**src/common/flwc_pkg.sv**
```systemverilog
// package for the fault latch and wake control block
// assumes a single 25 MHz clock and no software register access
package flwc_pkg;
  // ---------------------------------------------------------------
  // timing
  // ---------------------------------------------------------------
  localparam int CLK_PERIOD_NS = 40; // 25 MHz
  localparam int OE_LOW_US = 1000; // 1 ms
  localparam int OE_LOW_CYC = (OE_LOW_US * 1000 + CLK_PERIOD_NS - 1)
    / CLK_PERIOD_NS; // least time, rounded up
  localparam int WAKE_SETUP_US = 10; // low setup time, plain default
  localparam int WAKE_SETUP_CYC = (WAKE_SETUP_US * 1000 +
    CLK_PERIOD_NS - 1) / CLK_PERIOD_NS;
  localparam int PWRUP_US = 100; // regulator stage length, plain default
  localparam int PWRUP_CYC = (PWRUP_US * 1000 + CLK_PERIOD_NS - 1)
    / CLK_PERIOD_NS;
  localparam int GATE_OFF_NS = 100; // gate drive off bound
  localparam int GATE_OFF_CYC = GATE_OFF_NS / CLK_PERIOD_NS; // 2
  localparam int CNT_W = 16;

  // ---------------------------------------------------------------
  // types
  // ---------------------------------------------------------------
  typedef enum logic [2:0] {
    FLWC_POR, FLWC_REG, FLWC_ACTIVE, FLWC_STANDBY, FLWC_SLEEP
  } flwc_state_t;

  // power enables grouped together
  typedef struct packed {
    logic logic_supply_regulator; // logic supply regulator enable
    logic gate_drive_supply; // gate drive supply enable
    logic pump_feed; // 1: gate supply fed from pump
    logic amp_en; // amplifier enable
  } flwc_pwr_t;
  localparam flwc_pwr_t PWR_RESET = '{1'b0, 1'b0, 1'b0, 1'b1};
endpackage

```
**src/design/flwc_top.sv**
```systemverilog
// fault latch, power-up hold, wake detect and supply gating
// assumes asynchronous pins are synchronised here; faults are levels
`timescale 1ns/10ps
module flwc_top
  import flwc_pkg::*;
#(
  parameter int OE_LOW_COUNT = OE_LOW_CYC
) (
  input wire logic mclk_i,
  input wire logic nrst_i,
  input wire logic oe_i, // output enable pin
  input wire logic wake_i, // resume pin
  input wire logic fault_cond_i, // any hardware fault active
  input wire logic amplifier_standby_disable_i, // config bit
  input wire logic sleep_cfg_i, // sleep enable config bit
  input wire logic pump_active_i, // charge pump running
  input wire logic [5:0] gate_cmd_i, // pwm gate commands
  output logic fault_n_o, // fault pin drive value (always low)
  output logic fault_oe_n_o, // low while pin is pulled low
  output logic [5:0] gate_o, // gate drive outputs
  output flwc_pwr_t pwr_o, // supply and amplifier enables
  output flwc_state_t state_o // current mode
);
  // ---------------------------------------------------------------
  // synchronisers
  // ---------------------------------------------------------------
  logic [1:0] oe_s; // oe sync stages
  logic [1:0] wk_s; // wake sync stages
  logic [1:0] fc_s; // fault sync stages
  logic [1:0][5:0] gc_s; // gate command sync stages, pwm pins
  logic oe_d; // delayed synced oe for edge detect
  always_ff @(posedge mclk_i or negedge nrst_i) begin
    if (!nrst_i) begin
      oe_s <= 2'h0;
      wk_s <= 2'h0;
      fc_s <= 2'h0;
      gc_s <= '0;
      oe_d <= 1'b0;
    end else begin
      oe_s <= {oe_s[0], oe_i};
      wk_s <= {wk_s[0], wake_i};
      fc_s <= {fc_s[0], fault_cond_i};
      gc_s <= {gc_s[0], gate_cmd_i};
      oe_d <= oe_s[1];
    end
  end
  logic oe_rise;
  assign oe_rise = oe_s[1] && !oe_d;

  // ---------------------------------------------------------------
  // state machine and counters
  // ---------------------------------------------------------------
  flwc_state_t state, next_state;
  logic [CNT_W-1:0] cnt, next_cnt; // power-up / oe low counter
  logic [CNT_W-1:0] wcnt, next_wcnt; // wake low counter
  logic armed, next_armed; // wake edge detector armed
  logic wk_d, next_wk_d; // delayed wake for edge detect
  logic latch, next_latch; // internal fault latch
  always_comb begin
    next_state = state;
    next_cnt = cnt;
    next_wcnt = wcnt;
    next_armed = armed;
    next_wk_d = wk_s[1];
    // fault latch: set wins over clear
    if (fc_s[1]) begin
      next_latch = 1'b1;
    end else if (oe_rise) begin
      next_latch = 1'b0;
    end else begin
      next_latch = latch;
    end
    case (state)
      FLWC_POR: begin
        next_cnt = '0;
        next_state = FLWC_REG;
      end
      FLWC_REG: begin
        // regulator stage; fault pin held low meanwhile
        if (cnt >= CNT_W'(PWRUP_CYC - 1)) begin
          next_cnt = '0;
          next_state = FLWC_ACTIVE;
        end else begin
          next_cnt = cnt + 1'b1;
        end
      end
      FLWC_ACTIVE, FLWC_STANDBY: begin
        // short toggles for fault clear do not change mode
        if (oe_s[1]) begin
          next_cnt = '0;
          next_state = FLWC_ACTIVE;
        end else if (state == FLWC_ACTIVE) begin
          if (cnt >= CNT_W'(OE_LOW_COUNT - 1)) begin
            next_cnt = '0;
            next_wcnt = '0;
            next_armed = 1'b0;
            next_state = sleep_cfg_i ? FLWC_SLEEP
                                     : FLWC_STANDBY;
          end else begin
            next_cnt = cnt + 1'b1;
          end
        end
      end
      FLWC_SLEEP: begin
        // count continuous low time, then arm the edge detector
        if (wk_s[1]) begin
          next_wcnt = '0;
        end else if (wcnt >= CNT_W'(WAKE_SETUP_CYC - 1)) begin
          next_armed = 1'b1;
        end else begin
          next_wcnt = wcnt + 1'b1;
        end
        if (armed && wk_s[1] && !wk_d) begin
          next_armed = 1'b0;
          next_cnt = '0;
          next_state = FLWC_REG;
        end
      end
      default: next_state = FLWC_POR;
    endcase
  end

  // ---------------------------------------------------------------
  // output shaping
  // ---------------------------------------------------------------
  logic next_fault_oe_n;
  logic [5:0] next_gate;
  flwc_pwr_t next_pwr;
  always_comb begin
    // pin pulled low during power-up stage or while latched
    next_fault_oe_n = !(next_latch || next_state == FLWC_POR ||
                        next_state == FLWC_REG);
    // gates follow commands only when active and oe high; the off path
    // costs two sync stages plus this register, the sync cannot go
    next_gate = (oe_s[1] && state == FLWC_ACTIVE) ? gc_s[1]
                                                 : 6'h00;
    next_pwr.logic_supply_regulator = (next_state != FLWC_SLEEP);
    next_pwr.gate_drive_supply = (next_state == FLWC_ACTIVE);
    next_pwr.pump_feed = pump_active_i;
    next_pwr.amp_en = oe_s[1] || !amplifier_standby_disable_i;
  end

  always_ff @(posedge mclk_i or negedge nrst_i) begin
    if (!nrst_i) begin
      state <= FLWC_POR;
      cnt <= '0;
      wcnt <= '0;
      armed <= 1'b0;
      wk_d <= 1'b0;
      latch <= 1'b0;
      fault_oe_n_o <= 1'b0;
      gate_o <= 6'h00;
      pwr_o <= PWR_RESET;
      state_o <= FLWC_POR;
    end else begin
      state <= next_state;
      cnt <= next_cnt;
      wcnt <= next_wcnt;
      armed <= next_armed;
      wk_d <= next_wk_d;
      latch <= next_latch;
      fault_oe_n_o <= next_fault_oe_n;
      gate_o <= next_gate;
      pwr_o <= next_pwr;
      state_o <= next_state;
    end
  end

  // open-drain pin only ever pulls low
  always_ff @(posedge mclk_i or negedge nrst_i) begin
    if (!nrst_i) begin
      fault_n_o <= 1'b0;
    end else begin
      fault_n_o <= 1'b0;
    end
  end
endmodule

```
**config.mk**
```make
export PLATFORM = sky130hd
export DESIGN_NAME = flwc_top
export DESIGN_NICKNAME = d
export VERILOG_FILES = /design/src/common/flwc_pkg.sv /design/src/design/flwc_top.sv
export SDC_FILE = /design/constraint.sdc
export NUM_CORES = 1
export LEC_CHECK = 0
export BUFFER_PORTS_ARGS = -buffer_cell sky130_fd_sc_hd__buf_2
export CELL_PAD_IN_SITES_DETAIL_PLACEMENT = 0
export CELL_PAD_IN_SITES_GLOBAL_PLACEMENT = 1
export CORE_ASPECT_RATIO = 0.7
export CORE_MARGIN = 2
export CORE_UTILIZATION = 40
export CTS_BUF_LIST = sky130_fd_sc_hd__clkbuf_8
export DETAILED_ROUTE_END_ITERATION = 8
export PLACE_DENSITY = 0.67
export SYNTH_ARGS = -nofsm -noshare
export SYNTH_HDL_FRONTEND = slang
export SYNTH_SLANG_ARGS = --single-unit
```
**constraint.sdc**
```tcl
create_clock -name mclk_i -period 3.4 [get_ports mclk_i]
set_clock_uncertainty 0.15 [all_clocks]
set_input_delay 0.68 -clock mclk_i [delete_from_list [all_inputs] [get_ports mclk_i]]
set_output_delay 0.68 -clock mclk_i [all_outputs]
set_load 0.005 [all_outputs]
```
==> report_table.html <==
<table>
<tr><th>Metric</th><th>Value</th></tr>
<tr><th colspan="2">Status</th></tr>
<tr><td>Run status</td><td>finished clean</td></tr>
<tr><th colspan="2">Drt</th></tr>
<tr><td>Iteration-0 DRC Markers</td><td>143</td></tr>
<tr><td>DRC violations left</td><td>0</td></tr>
<tr><td>Number of search-and-repair iterations in the first detailed-routing pass</td><td>4</td></tr>
<tr><td>Residual antenna-violating net count after detailed routing</td><td>0</td></tr>
<tr><td>Drt wl/cell</td><td>14.99 um</td></tr>
<tr><td>Total wire length after detailed routing</td><td>6.249 mm</td></tr>
<tr><td>Vias per inst</td><td>5.141</td></tr>
<tr><td>Vias post-DR</td><td>2144</td></tr>
<tr><th colspan="2">Synth</th></tr>
<tr><td>Synthesized flop and latch total</td><td>68</td></tr>
<tr><td>Unique cell type count in the Yosys netlist</td><td>50</td></tr>
<tr><td>Xor/xnor cell area share of the yosys netlist</td><td>2.068%</td></tr>
<tr><td>Top cell type by total area after synthesis</td><td>dfrtp_1</td></tr>
<tr><td>Post-synthesis mux area share</td><td>0%</td></tr>
<tr><td>Number of flops mapped to enable cells by yosys</td><td>0</td></tr>
<tr><td>Per-instance average area after synthesis</td><td>10.63 um^2</td></tr>
<tr><td>Synth Instances</td><td>279</td></tr>
<tr><td>Combined area of all synthesized cells</td><td>2965 um^2</td></tr>
<tr><td>Proportion of synthesized flip-flops having asynchronous set or reset</td><td>100.0%</td></tr>
<tr><td>Area share of the largest cell type after synthesis</td><td>56.54%</td></tr>
<tr><td>Main area contributors after synthesis</td><td>dfrtp_1 57%, nor2_1 3.9%, and3_1 2.7%</td></tr>
<tr><td>Combinational family with the most area after synthesis</td><td>simple AND/OR/NAND/NOR gates</td></tr>
<tr><td>Area fraction in compound gates after synthesis</td><td>12.74%</td></tr>
<tr><td>Post-Synthesis Net Count</td><td>297</td></tr>
<tr><td>Primary flip-flop cell chosen by synthesis mapping</td><td>dfrtp_1</td></tr>
<tr><td>Area share of and/or/nand/nor cells after synthesis</td><td>23.08%</td></tr>
<tr><td>Portion of the post-synthesis area used by sequential elements</td><td>57.43%</td></tr>
<tr><td>YS warnings</td><td>0</td></tr>
<tr><td>Post-Synth Adder-Cell Area</td><td>1.688%</td></tr>
<tr><th colspan="2">Power</th></tr>
<tr><td>Static leakage</td><td>0.001516 uW</td></tr>
<tr><td>Areal power density over the cells</td><td>461.8 nW/um^2</td></tr>
<tr><td>Max rail drop VDD</td><td>271.6 uV</td></tr>
<tr><th colspan="2">STA</th></tr>
<tr><td>RSZ-0062 raised after global routing</td><td>no</td></tr>
<tr><td>Relative slew margins</td><td>43.09%</td></tr>
<tr><td>Slew at the pin with the worst max-slew slack</td><td>853.7 ps</td></tr>
<tr><td>Fin crit share</td><td>74.53%</td></tr>
<tr><td>Final total negative setup slack</td><td>0 ps</td></tr>
<tr><td>Final setup margin</td><td>865.9 ps</td></tr>
<tr><td>Final hold violation count</td><td>0</td></tr>
<tr><td>Final Hold Slack</td><td>190.3 ps</td></tr>
<tr><td>F_max</td><td>394.6 MHz</td></tr>
<tr><td>Final setup viols</td><td>0</td></tr>
<tr><td>Final period demand of the worst path</td><td>2534 ps</td></tr>
<tr><td>Slew Viols, Final</td><td>0</td></tr>
<tr><th colspan="2">Worst setup path</th></tr>
<tr><td>CP peak stage delay</td><td>460 ps</td></tr>
<tr><td>Type of the setup path with the least slack</td><td>reg2reg</td></tr>
<tr><td>Worst path slowest cell</td><td>a2111o_1</td></tr>
<tr><td>Delay-heaviest family, CP</td><td>compound AO/OA/AOI/OAI gates</td></tr>
<tr><td>WP data arrival</td><td>2640 ps</td></tr>
<tr><td>CP bufs+invs</td><td>0</td></tr>
<tr><td>Minimum setup slack among reg-to-reg paths</td><td>870 ps</td></tr>
<tr><td>Required time at the endpoint of the critical path</td><td>3510 ps</td></tr>
<tr><td>Cell count of the worst reg-to-reg path</td><td>7</td></tr>
<tr><td>Category of the worst setup path capture point</td><td>register</td></tr>
<tr><td>Cell-by-cell listing of the critical path</td><td>ha_1 -&gt; nand2_1 -&gt; a2111o_1 -&gt; o211ai_4 -&gt; and3_2 -&gt; nand4_1 -&gt; a211oi_1</td></tr>
<tr><td>Biggest fanout along the worst timing path</td><td>14</td></tr>
<tr><td>Path length in cells of the critical path</td><td>7</td></tr>
<tr><td>CP Launch Type</td><td>register</td></tr>
<tr><th colspan="2">Place</th></tr>
<tr><td>Total placed instance area</td><td>3217 um^2</td></tr>
<tr><td>Place WS</td><td>895.8 ps</td></tr>
<tr><td>DP HPWL</td><td>4.352 mm</td></tr>
<tr><td>PortBufs</td><td>27</td></tr>
<tr><td>Final weighted congestion in routability-driven placement</td><td>0.7717</td></tr>
<tr><th colspan="2">Cells and area</th></tr>
<tr><td>Antenna diode count</td><td>0</td></tr>
<tr><td>Post-route cell area</td><td>3392 um^2</td></tr>
<tr><td>Layout net count</td><td>332</td></tr>
<tr><td>Synth-to-Final Area Change</td><td>14.39%</td></tr>
<tr><td>Share of post-route cells with drive strength above 1</td><td>18.50%</td></tr>
<tr><th colspan="2">Flow run</th></tr>
<tr><td>Max-capacitance violation count</td><td>0</td></tr>
<tr><th colspan="2">Clocking</th></tr>
<tr><td>Number of H-tree levels</td><td>3</td></tr>
<tr><td>Worst-Skew Late Latency</td><td>350 ps</td></tr>
<tr><td>Clock-pin slew of the registers on the worst-case setup and hold paths</td><td>80 ps</td></tr>
<tr><td>Post-cts hold buffer count</td><td>0</td></tr>
<tr><td>Clock tree from TritonCTS</td><td>built</td></tr>
<tr><td>Cell at the root of the clock tree</td><td>clkbuf_8</td></tr>
<tr><td>Resized Gates After CTS</td><td>0</td></tr>
<tr><td>Total clock buffers created by CTS</td><td>9</td></tr>
<tr><td># clock sinks</td><td>68</td></tr>
<tr><td>Number of buffers on the longest clock path</td><td>2</td></tr>
<tr><td>Post-CTS Repair Setup Buffers</td><td>0</td></tr>
<tr><th colspan="2">Die</th></tr>
<tr><td>Row cnt</td><td>26</td></tr>
<tr><td>Initial core utilization</td><td>40.88%</td></tr>
<tr><td>Total core area</td><td>7254 um^2</td></tr>
<tr><td>Die outline area</td><td>8129 um^2</td></tr>
<tr><td>Die Span Y</td><td>76.04 um</td></tr>
<tr><td>Die X-Extent</td><td>106.9 um</td></tr>
<tr><td>Top-level port count</td><td>29</td></tr>
<tr><th colspan="2">GRT</th></tr>
<tr><td>Grt total ovfl</td><td>0</td></tr>
<tr><td>Global-route usage over all layers</td><td>17.60%</td></tr>
<tr><td>Global-route wire length before repair</td><td>10.74 mm</td></tr>
<tr><td>Initial antenna violation count</td><td>0</td></tr>
<tr><td>Pin count of the biggest net entering global routing</td><td>38</td></tr>
<tr><td>Number of global-route vias before repair</td><td>2051</td></tr>
<tr><th colspan="2">Worst hold path</th></tr>
<tr><td>Cell depth of the worst hold path</td><td>0</td></tr>
<tr><td>Kind of path behind the tightest hold check</td><td>reg2reg</td></tr>
</table>
==> cell usage in the layout (no fill, tap or decap), drive strengths merged, types with 2 or more instances in the layout <==
| master | count |
|---|---|
| a211oi | 2 |
| o22a | 2 |
| a21oi | 10 |
| and3 | 14 |
| or3 | 2 |
| o211ai | 3 |
| nand3 | 11 |
| o311ai | 3 |
| nand2 | 20 |
| clkinv | 4 |
| nor3 | 7 |
| xor2 | 3 |
| clkinvlp | 2 |
| nor2 | 31 |
| buf | 31 |
| a21o | 5 |
| or4 | 2 |
| nor4 | 9 |
| inv | 14 |
| nand4 | 6 |
| or2 | 2 |
| a41oi | 3 |
| ha | 4 |
| o31ai | 2 |
| a31oi | 3 |
| nor3b | 2 |
| dfrtp | 67 |
| xnor2 | 4 |
| o21ai | 11 |
| clkbuf | 9 |
| and2 | 11 |
| nand2b | 7 |
==> routing by layer <==
layer	vias to the layer above	track usage, %	share of wire, %	wire (um)
li1	1064	-	-	-
met1	1011	27.12	54	3347
met2	62	22.23	39	2463
met3	7	6.074	5.7	359
met4	0	7.013	1.2	78
met5	-	0	0	0
==> area by class of cell <==
| cell class | count | area, um^2 |
|---|---|---|
| flip-flops and latches | 68 | 1703 |
| repair buffers | 31 | 165.2 |
| clock inverters | 7 | 51.30 |
| inverters | 13 | 48.80 |
| multi-input cells | 191 | 1177 |
| clock buffers | 9 | 123.9 |
| well taps | 98 | 122.6 |
| fillers | 694 | 3862 |
==> cells in the mapped netlist (5+ instances only) <==
library cell   n
nand2b_1       6
dfrtp_1       67
nand4_1        6
inv_1         13
and2_1        11
nand3_1       10
o21ai_0       10
nor3_1         7
nand2_1       20
nor2_1        31
nor4_1         9
a21oi_1        9
a21o_1         5
and3_1        13
==> power breakdown <==
group / internal, uW / switching, uW / leakage, uW
registers: 839 / 22.9 / 0.000879
clock network: 266 / 331 / 0.0000856
logic: 41.1 / 66.4 / 0.000551
total: 1150 / 420 / 0.00152
==> metrics by stage <==
step	utilization (%)	power, uW	std cells
after global routing	46.76	1654	417
after detailed placement	44.34	987.5	401
after CTS	46.76	1595	417
after global placement	44.34	988.6	401
after floorplan	-	932.0	279
final	46.76	1566	417
==> sequential cells by signal (all words and copies together), names as in the netlist <==
| name | flops |
|---|---|
| pwr_o | 4 |
| wk_s | 2 |
| fault_oe_n_o | 1 |
| oe_s | 2 |
| gc_s | 12 |
| armed | 1 |
| wcnt | 16 |
| fc_s | 2 |
| oe_d | 1 |
| gate_o | 6 |
| wk_d | 1 |
| cnt | 16 |
| latch | 1 |
| state | 3 |
==> cell families after synthesis <==
kind of cell / count (synthesis)
simple gates: 127
flops: 68
compound gates: 52
buf+inv: 20
xor+xnor: 7
fa+ha+maj: 4
other cells: 1
==> worst paths after layout <==
path / end / from
min in group asynchronous: wcnt[2] / nrst_i
min reg2reg: wk_s[1] / wk_s[0]
max in group asynchronous: gc_s[1] / nrst_i
min: wk_s[1] / wk_s[0]
max: wcnt[13] / cnt[0]
max reg2reg: wcnt[13] / cnt[0]
(Power assumes the default switching activity.)
